<file path="config.mk">
export PLATFORM = sky130hd
export DESIGN_NAME = vlc_layer_ctrl
export DESIGN_NICKNAME = d
export VERILOG_FILES = /design/src/design/vlc_pkg.sv /design/src/design/vlc_event_flags.sv /design/src/design/vlc_mask_bits.sv /design/src/design/vlc_layer_ctrl.sv
export SDC_FILE = /design/constraint.sdc
export NUM_CORES = 1
export LEC_CHECK = 0
export BUFFER_PORTS_ARGS = -buffer_cell sky130_fd_sc_hd__clkbuf_2
export CORE_ASPECT_RATIO = 0.75
export CORE_MARGIN = 2
export CORE_UTILIZATION = 53
export DETAILED_ROUTE_END_ITERATION = 16
export GPL_ROUTABILITY_DRIVEN = 0
export GPL_TIMING_DRIVEN = 0
export PLACE_DENSITY_LB_ADDON = 0.15
export SYNTH_ARGS = -nofsm -noshare
export SYNTH_HDL_FRONTEND = slang
export SYNTH_HIERARCHICAL = 1
export SYNTH_SLANG_ARGS = --single-unit
</file>
<file path="constraint.sdc">
create_clock -name clk -period 4.35 [get_ports clk]
set_input_delay 0.87 -clock clk [delete_from_list [all_inputs] [get_ports clk]]
set_output_delay 0.87 -clock clk [all_outputs]
set_load 0.02 [all_outputs]
</file>
<file path="src/design/vlc_pkg.sv">
// Constants, field layouts and shared decode functions for the video layer
// channel control and interrupt mask register bank.
// Assumes a single 250 MHz clock and a plain strobe-based register port.
//
// How it works
// - Enable write with bit 0 set turns the channel on; zero does nothing.
// - Enable write with bit 1 set schedules attributes for next frame start.
// - Enable write with bit 2 set queues the head descriptor.
// - Queue request clears itself once the head is added to the list.
// - Disable write with bit 0 set stops the channel after this frame.
// - Disable write with bit 8 set resets the layer at once.
// - Status bit 0 reads one while the channel is on.
// - Status bit 1 reads one while an attribute update waits.
// - Status bit 2 reads one while a head queue request waits.
// - Interrupt enable write sets mask bits where ones are written.
// - Interrupt disable write clears mask bits where ones are written.
// - Mask view returns the current mask in the same layout.
// - Sources sit in five-bit groups at bits 2, 10 and 18.
// - Group at 10 is U or UV stream, group at 18 is V stream.
// - Event flags are sticky and clear when the interrupt status register is read.
package vlc_pkg;

   // ***************************************************
   // Register map (byte addresses)
   // ***************************************************
   localparam int unsigned DATA_W       = 32;
   localparam logic [31:0] OFS_CHAN_EN  = 32'hf8038280;
   localparam logic [31:0] OFS_CHAN_DIS = 32'hf8038284;
   localparam logic [31:0] OFS_CHAN_ST  = 32'hf8038288;
   localparam logic [31:0] OFS_IRQ_SET  = 32'hf803828c;
   localparam logic [31:0] OFS_IRQ_CLR  = 32'hf8038290;
   localparam logic [31:0] OFS_IRQ_MASK = 32'hf8038294;
   localparam logic [31:0] OFS_IRQ_STAT = 32'hf8038298;

   // ***************************************************
   // Field positions
   // ***************************************************
   localparam int unsigned BIT_TURN_ON   = 0;
   localparam int unsigned BIT_ATTR_UPD  = 1;
   localparam int unsigned BIT_QUEUE     = 2;
   localparam int unsigned BIT_STOP      = 0;
   localparam int unsigned BIT_ABORT     = 8;
   localparam int unsigned GROUPS        = 3;
   localparam int unsigned GROUP_W       = 5;
   localparam int unsigned NSRC          = 15;
   localparam int          GROUP_BASE [GROUPS] = '{2, 10, 18};

   // ***************************************************
   // Reset values and channel states
   // ***************************************************
   localparam logic [31:0] WORD_ZERO = 32'h0;

   typedef enum logic [1:0] {CH_OFF, CH_RUN, CH_STOPPING} vlc_chan_state_type;

   // Register word to packed source vector, main/U/V groups in order
   function automatic logic [NSRC-1:0] word_to_src(input logic [31:0] w);
      logic [NSRC-1:0] s;
      s = '0;
      for (int g = 0; g < GROUPS; g++)
      begin
         for (int b = 0; b < GROUP_W; b++)
         begin
            s[g*GROUP_W+b] = w[GROUP_BASE[g]+b];
         end
      end
      return s;
   endfunction : word_to_src

   // Packed source vector back to register layout, gaps read zero
   function automatic logic [31:0] src_to_word(input logic [NSRC-1:0] s);
      logic [31:0] w;
      w = WORD_ZERO;
      for (int g = 0; g < GROUPS; g++)
      begin
         for (int b = 0; b < GROUP_W; b++)
         begin
            w[GROUP_BASE[g]+b] = s[g*GROUP_W+b];
         end
      end
      return w;
   endfunction : src_to_word

endpackage : vlc_pkg

</file>
<file path="src/design/vlc_event_flags.sv">
// Sticky event flags with a clear-all strobe.
// Assumes events and clear come from logic on the same clock.
`timescale 1ns/1ns
module vlc_event_flags #(
   parameter int unsigned W = 15
) (
   input  wire logic         clk,
   input  wire logic         reset_n,
   input  wire logic         ce,
   input  wire logic [W-1:0] set_bits,
   input  wire logic         clear_all,
   output logic      [W-1:0] flags
);

   // ***************************************************
   // State
   // ***************************************************
   typedef struct packed {
      logic [W-1:0] flags;
   } vlc_flag_state_type;

   vlc_flag_state_type st_q;
   vlc_flag_state_type st_d;

   if (W < 1)
   begin : g_bad_w
      $error("vlc_event_flags: W must be at least one");
   end

   // Set beats clear so an event in the read cycle is kept
   always_comb
   begin
      st_d       = st_q;
      st_d.flags = set_bits | (st_q.flags & ~{W{clear_all}});
   end

   // Frozen while clock enable is low
   always_ff @(posedge clk or negedge reset_n)
   begin
      if (!reset_n)
         st_q <= '0;
      else if (ce)
         st_q <= st_d;
   end

   assign flags = st_q.flags;

endmodule : vlc_event_flags

</file>
<file path="src/design/vlc_mask_bits.sv">
// Mask register written through separate set and clear strobes.
// Assumes set and clear never arrive together (one write per cycle).
`timescale 1ns/1ns
module vlc_mask_bits #(
   parameter int unsigned W = 15
) (
   input  wire logic         clk,
   input  wire logic         reset_n,
   input  wire logic         ce,
   input  wire logic [W-1:0] set_bits,
   input  wire logic [W-1:0] clr_bits,
   output logic      [W-1:0] mask
);

   // ***************************************************
   // State
   // ***************************************************
   typedef struct packed {
      logic [W-1:0] mask;
   } vlc_mask_state_type;

   vlc_mask_state_type st_q;
   vlc_mask_state_type st_d;

   if (W < 1)
   begin : g_bad_w
      $error("vlc_mask_bits: W must be at least one");
   end

   // Zeros written leave bits alone
   always_comb
   begin
      st_d      = st_q;
      st_d.mask = (st_q.mask | set_bits) & ~clr_bits;
   end

   // All sources disabled after reset
   always_ff @(posedge clk or negedge reset_n)
   begin
      if (!reset_n)
         st_q <= '0;
      else if (ce)
         st_q <= st_d;
   end

   assign mask = st_q.mask;

endmodule : vlc_mask_bits

</file>
<file path="src/design/vlc_layer_ctrl.sv">
// Channel control, status and interrupt mask registers of the video layer.
// Assumes the layer engine on the same clock gives one-cycle pulses for
// frame start, frame end, head accepted and each interrupt source.
//
// The implementer's own choice: the address-and-strobe port.
`timescale 1ns/1ns
module vlc_layer_ctrl #(
   parameter int unsigned SRC_W = vlc_pkg::NSRC
) (
   input  wire logic              clk,
   input  wire logic              reset_n,
   input  wire logic              ce,
   input  wire logic [31:0]       addr,
   input  wire logic [31:0]       wdata,
   input  wire logic              wr_en,
   input  wire logic              rd_en,
   output logic      [31:0]       rdata,
   input  wire logic              frame_start,
   input  wire logic              frame_end,
   input  wire logic              head_added,
   input  wire logic [SRC_W-1:0]  src_events,
   output logic                   channel_on_flag,
   output logic                   attr_update_pending,
   output logic                   queue_head_pending,
   output logic                   attr_apply,
   output logic                   layer_abort,
   output logic                   irq
);

   // ***************************************************
   // Elaboration check
   // ***************************************************
   if (SRC_W != vlc_pkg::GROUPS * vlc_pkg::GROUP_W)
   begin : g_bad_src
      $error("vlc_layer_ctrl: SRC_W must match the register layout");
   end

   // ***************************************************
   // State
   // ***************************************************
   typedef struct packed {
      vlc_pkg::vlc_chan_state_type chan;
      logic                        on;
      logic                        upd_pend;
      logic                        q_pend;
      logic                        apply;
      logic                        abort;
      logic                        irq;
      logic [31:0]                 rdata;
   } vlc_top_state_type;

   vlc_top_state_type st_q;
   vlc_top_state_type st_d;

   logic              en_wr;
   logic              dis_wr;
   logic              set_wr;
   logic              clr_wr;
   logic              st_rd;
   logic              mask_rd;
   logic              stat_rd;
   logic [SRC_W-1:0]  mask_bits;
   logic [SRC_W-1:0]  stat_bits;
   logic [SRC_W-1:0]  wr_src;
   logic              turn_on;
   logic              stop_req;
   logic              abort_req;
   logic              upd_req;
   logic              queue_req;

   // ***************************************************
   // Register decode
   // ***************************************************
   // Full address compare; unmapped reads return zero
   assign en_wr   = wr_en && (addr == vlc_pkg::OFS_CHAN_EN);
   assign dis_wr  = wr_en && (addr == vlc_pkg::OFS_CHAN_DIS);
   assign set_wr  = wr_en && (addr == vlc_pkg::OFS_IRQ_SET);
   assign clr_wr  = wr_en && (addr == vlc_pkg::OFS_IRQ_CLR);
   assign st_rd   = rd_en && (addr == vlc_pkg::OFS_CHAN_ST);
   assign mask_rd = rd_en && (addr == vlc_pkg::OFS_IRQ_MASK);
   assign stat_rd = rd_en && (addr == vlc_pkg::OFS_IRQ_STAT);

   // Command bits; a zero in any of them has no effect
   assign turn_on   = en_wr && wdata[vlc_pkg::BIT_TURN_ON];
   assign upd_req   = en_wr && wdata[vlc_pkg::BIT_ATTR_UPD];
   assign queue_req = en_wr && wdata[vlc_pkg::BIT_QUEUE];
   assign stop_req  = dis_wr && wdata[vlc_pkg::BIT_STOP];
   assign abort_req = dis_wr && wdata[vlc_pkg::BIT_ABORT];

   // Write data folded into the fifteen source positions
   assign wr_src = vlc_pkg::word_to_src(wdata);

   // ***************************************************
   // Interrupt mask and event flags
   // ***************************************************
   vlc_mask_bits #(
      .W (SRC_W)
   ) u_mask (
      .clk      (clk),
      .reset_n  (reset_n),
      .ce       (ce),
      .set_bits (set_wr ? wr_src : '0),
      .clr_bits (clr_wr ? wr_src : '0),
      .mask     (mask_bits)
   );

   vlc_event_flags #(
      .W (SRC_W)
   ) u_flags (
      .clk       (clk),
      .reset_n   (reset_n),
      .ce        (ce),
      .set_bits  (src_events),
      .clear_all (stat_rd),
      .flags     (stat_bits)
   );

   // ***************************************************
   // Next state
   // ***************************************************
   // Abort outranks all; a re-enable while stopping cancels the stop
   always_comb
   begin
      st_d       = st_q;
      st_d.apply = 1'b0;
      st_d.abort = 1'b0;

      unique case (st_q.chan)
         vlc_pkg::CH_OFF:
         begin
            if (turn_on)
               st_d.chan = vlc_pkg::CH_RUN;
         end
         vlc_pkg::CH_RUN:
         begin
            if (stop_req)
               st_d.chan = vlc_pkg::CH_STOPPING;
         end
         vlc_pkg::CH_STOPPING:
         begin
            if (turn_on)
               st_d.chan = vlc_pkg::CH_RUN;
            else if (frame_end)
               st_d.chan = vlc_pkg::CH_OFF;
         end
         // Unused fourth code falls back to off
         default:
         begin
            st_d.chan = vlc_pkg::CH_OFF;
         end
      endcase

      // Update waits for a frame start; a new request in that cycle stays
      st_d.apply    = st_q.upd_pend && frame_start;
      st_d.upd_pend = upd_req || (st_q.upd_pend && !frame_start);

      // Head request drops when the engine accepts it; set wins
      st_d.q_pend = queue_req || (st_q.q_pend && !head_added);

      // Immediate reset drops the frame and every pending request
      if (abort_req)
      begin
         st_d.chan     = vlc_pkg::CH_OFF;
         st_d.upd_pend = 1'b0;
         st_d.q_pend   = 1'b0;
         st_d.apply    = 1'b0;
         st_d.abort    = 1'b1;
      end

      // Registered copy, so the status output comes straight from a flop
      st_d.on = (st_d.chan != vlc_pkg::CH_OFF);

      // Level interrupt from flags gated by mask
      st_d.irq = |(stat_bits & mask_bits);

      // Read data stand only in the cycle after the strobe
      st_d.rdata = vlc_pkg::WORD_ZERO;
      if (st_rd)
      begin
         st_d.rdata[vlc_pkg::BIT_TURN_ON]  = (st_q.chan != vlc_pkg::CH_OFF);
         st_d.rdata[vlc_pkg::BIT_ATTR_UPD] = st_q.upd_pend;
         st_d.rdata[vlc_pkg::BIT_QUEUE]    = st_q.q_pend;
      end
      else if (mask_rd)
         st_d.rdata = vlc_pkg::src_to_word(mask_bits);
      else if (stat_rd)
         st_d.rdata = vlc_pkg::src_to_word(stat_bits);
   end

   // ***************************************************
   // Registers
   // ***************************************************
   // Clock enable freezes everything, including pulses
   always_ff @(posedge clk or negedge reset_n)
   begin
      if (!reset_n)
      begin
         st_q.chan     <= vlc_pkg::CH_OFF;
         st_q.on       <= 1'b0;
         st_q.upd_pend <= 1'b0;
         st_q.q_pend   <= 1'b0;
         st_q.apply    <= 1'b0;
         st_q.abort    <= 1'b0;
         st_q.irq      <= 1'b0;
         st_q.rdata    <= vlc_pkg::WORD_ZERO;
      end
      else if (ce)
         st_q <= st_d;
   end

   // ***************************************************
   // Outputs, all straight from flip-flops
   // ***************************************************
   assign rdata               = st_q.rdata;
   assign channel_on_flag     = st_q.on;
   assign attr_update_pending = st_q.upd_pend;
   assign queue_head_pending  = st_q.q_pend;
   assign attr_apply          = st_q.apply;
   assign layer_abort         = st_q.abort;
   assign irq                 = st_q.irq;
endmodule : vlc_layer_ctrl

</file>
==> results_dict.tcl <==
set metrics [dict create \
    ys_seq_area_share_pct 42.7 \
    cp.required_ps 4550 \
    yosys.cell_types.count 43 \
    synth-xor-area-share_pct 0 \
    syn_to_final_growth_pct 23.0 \
    worst_slew_margin_rel_pct 42.1 \
    yosysMostFrequentCell "dfrtp_1" \
    die_h_um 71.6 \
    synth_fa_ha_area_share_pct 0 \
    detail_route.first_pass.iterations 5 \
    synth_area_leaders "dfrtp_1 (43%), a21oi_2 (8.1%), buf_4 (7.9%)" \
    cts_resized 0 \
    die_w_um 94.1 \
    maxCapViolations 0 \
    synth-compound-area-share_pct 25.5 \
    muxShareOfSynthArea_pct 0 \
    hold_viol_final 0 \
    grt_pass1_wl_um 12600 \
    io_buffers 95 \
    post_cts_buffers 0 \
    drc 0 \
    synth_edf_count 0 \
    dp_hpwl_um 6150 \
    core_mm2 0.00586 \
    grt.overflow.total 0 \
    fmax_mhz 348 \
    synth.cells.most_frequent "dfrtp_1 (55), buf_4 (34), a21oi_2 (30), and2_1 (30), a22oi_1 (20)" \
    setup-tns-final_ps 0 \
    finalSetupViolCount 0 \
    hp-class "reg -> reg" \
    rsz0062_at_grt "false" \
    crit_path_end_kind "flop" \
    die_area_mm2 0.00674 \
    yosys.area_share.simple_pct 18.9 \
    tightest_slew_ps 861 \
    grt_pass1_vias 2411 \
    asyncSetResetFlopFracSynth_pct 100 \
    clkLatencyLatePin_ps 310 \
    grt_start_max_net_pins 56 \
    row_count 24 \
    grt_use_total_pct 24.8 \
    ys_seq_elements 55 \
    netlist_area_mm2 0.00323 \
    status "complete, no violations" \
    finClkSkew_ps 9.34 \
    total_power_mw 0.957 \
    clockBufferDepth 2 \
    cp_max_fo 10 \
    power.density_mw_per_mm2 241 \
    io_pins 125 \
    vias_per_cell 5.48 \
    netlist_instances 304 \
    htreeDepth 2 \
    maxSlewViolCount 0 \
    ys.flop_type "dfrtp_1" \
    cts.hold.buffers_added 0 \
    synth_top_area_share_pct 42.7 \
    synth_top_family_by_area "compound AO/OA/AOI/OAI gates" \
    clk_pin_slew_worst_paths_ps 90 \
    worst-setup-path-type "in -> reg" \
    num_antenna_cells 0 \
    vdd_drop_max_mv 0.137 \
    min_period_ps 2870 \
    cts.sinks 55 \
    finalCritPeriodShare_pct 66.0 \
    dr.first_iter.drc_count 142 \
    yosys.area.top_type "dfrtp_1" \
    antenna_found_initial 0 \
    cts_buffers 5 \
    startpoint_type "input port" \
    initial_core_util_pct 55.1 \
    p_leak_nw 1.89 \
    antenna_left 0 \
    avgSynthCellArea_um2 10.6 \
    layout.nets 508 \
    root_buffer "clkbuf_8" \
    num_vias 2742 \
    wl_per_cell_um 15.9 \
    drive_above_1_share_pct 43.8 \
    finalWirelength_um 7940 \
    cts_tree "done" \
    cp.arrival_ps 3070 \
    yosysWarnings 6 \
]
## per-layer routing
metal	track usage [%]	wire (µm)	vias up
met3	4.00	574	6
met5	0	0	-
met1	40.5	3990	1291
li1	-	-	1334
met2	33.6	3300	111
met4	7.25	74	0
## registers in the layout, indices dropped and copies added (netlist names)
signal               cells
attr_apply               1
attr_update_pending      1
layer_abort              1
rdata                   17
u_flags/flags           15
queue_head_pending       1
channel_on_flag          1
u_mask/mask             15
irq                      1
st_q                     2
## critical path: stages
cell	delay [ps]
clkbuf_2	110
nand4bb_1	200
or4_1	400
nor4_1	430
nor3b_2	410
clkbuf_1	380
and2_1	200
a21oi_2	50
## path summary, 6_finish.rpt
check / startpoint / to / slack (ps) / cells past startpoint
min: rdata[20] / rdata[20] / 500 / 1
min in group asynchronous: reset_n / rdata[12] / 550 / 1
min reg2reg: rdata[20] / rdata[20] / 500 / 1
max: addr[26] / u_mask/mask[13] / 1480 / 8
max reg2reg: st_q[39] / st_q[39] / 2670 / 5
max in group asynchronous: reset_n / st_q[38] / 3220 / 2
## cell type report
class | instances | area, µm²
Fill cell | 500 | 1890
Multi-Input combinational cell | 208 | 1490
Sequential cell | 55 | 1380
Timing Repair Buffer | 96 | 495
Buffer | 49 | 390
Tap cell | 78 | 97.6
Clock buffer | 7 | 86.3
Inverter | 6 | 22.5
Clock inverter | 1 | 8.76
## cell families (layout without fill, tap and decap cells)
group           Yosys count  after routing
compound gates           98             98
simple gates             95             95
flops                    55             55
buf+inv                  55            159
other cells               1             15
## cell usage in the layout (no fill, tap or decap), types with 3 or more instances in the layout
master and count:
clkbuf_2 94, dfrtp_1 55, buf_4 34, and2_1 30, a21oi_2 30, a22oi_1 20
o2bb2ai_1 18, a22o_1 17, conb_1 15, nand2_1 8, clkbuf_8 8, nand3_1 7
nand4_1 7, nor4_1 7, buf_6 7, inv_1 6, nor2_1 6, clkbuf_1 5
nor3_1 4, nor4bb_1 3, nor2b_1 3, nor4b_1 3, nand2b_1 3, o21ai_0 3
## where the power goes
| group | internal [mW] | total (mW) | switching [mW] |
|---|---|---|---|
| registers | 0.517 | 0.523 | 0.00627 |
| clock network | 0.131 | 0.298 | 0.167 |
| logic | 0.0582 | 0.136 | 0.0774 |
## stage by stage
stage          util (%)  cell area, µm²  hold WS, ps  setup slack (ps)  cells
2_1_floorplan         -            3280          454              1750    318
3_3_place_gp       65.8            3850          472              1180    491
3_5_place_dp       65.8            3850          477              1140    491
4_1_cts            67.4            3950          501              1460    499
5_1_grt            67.8            3970          513              1160    500
6_report           67.8            3970          498              1480    500
Power figures use the tool's default switching activity.
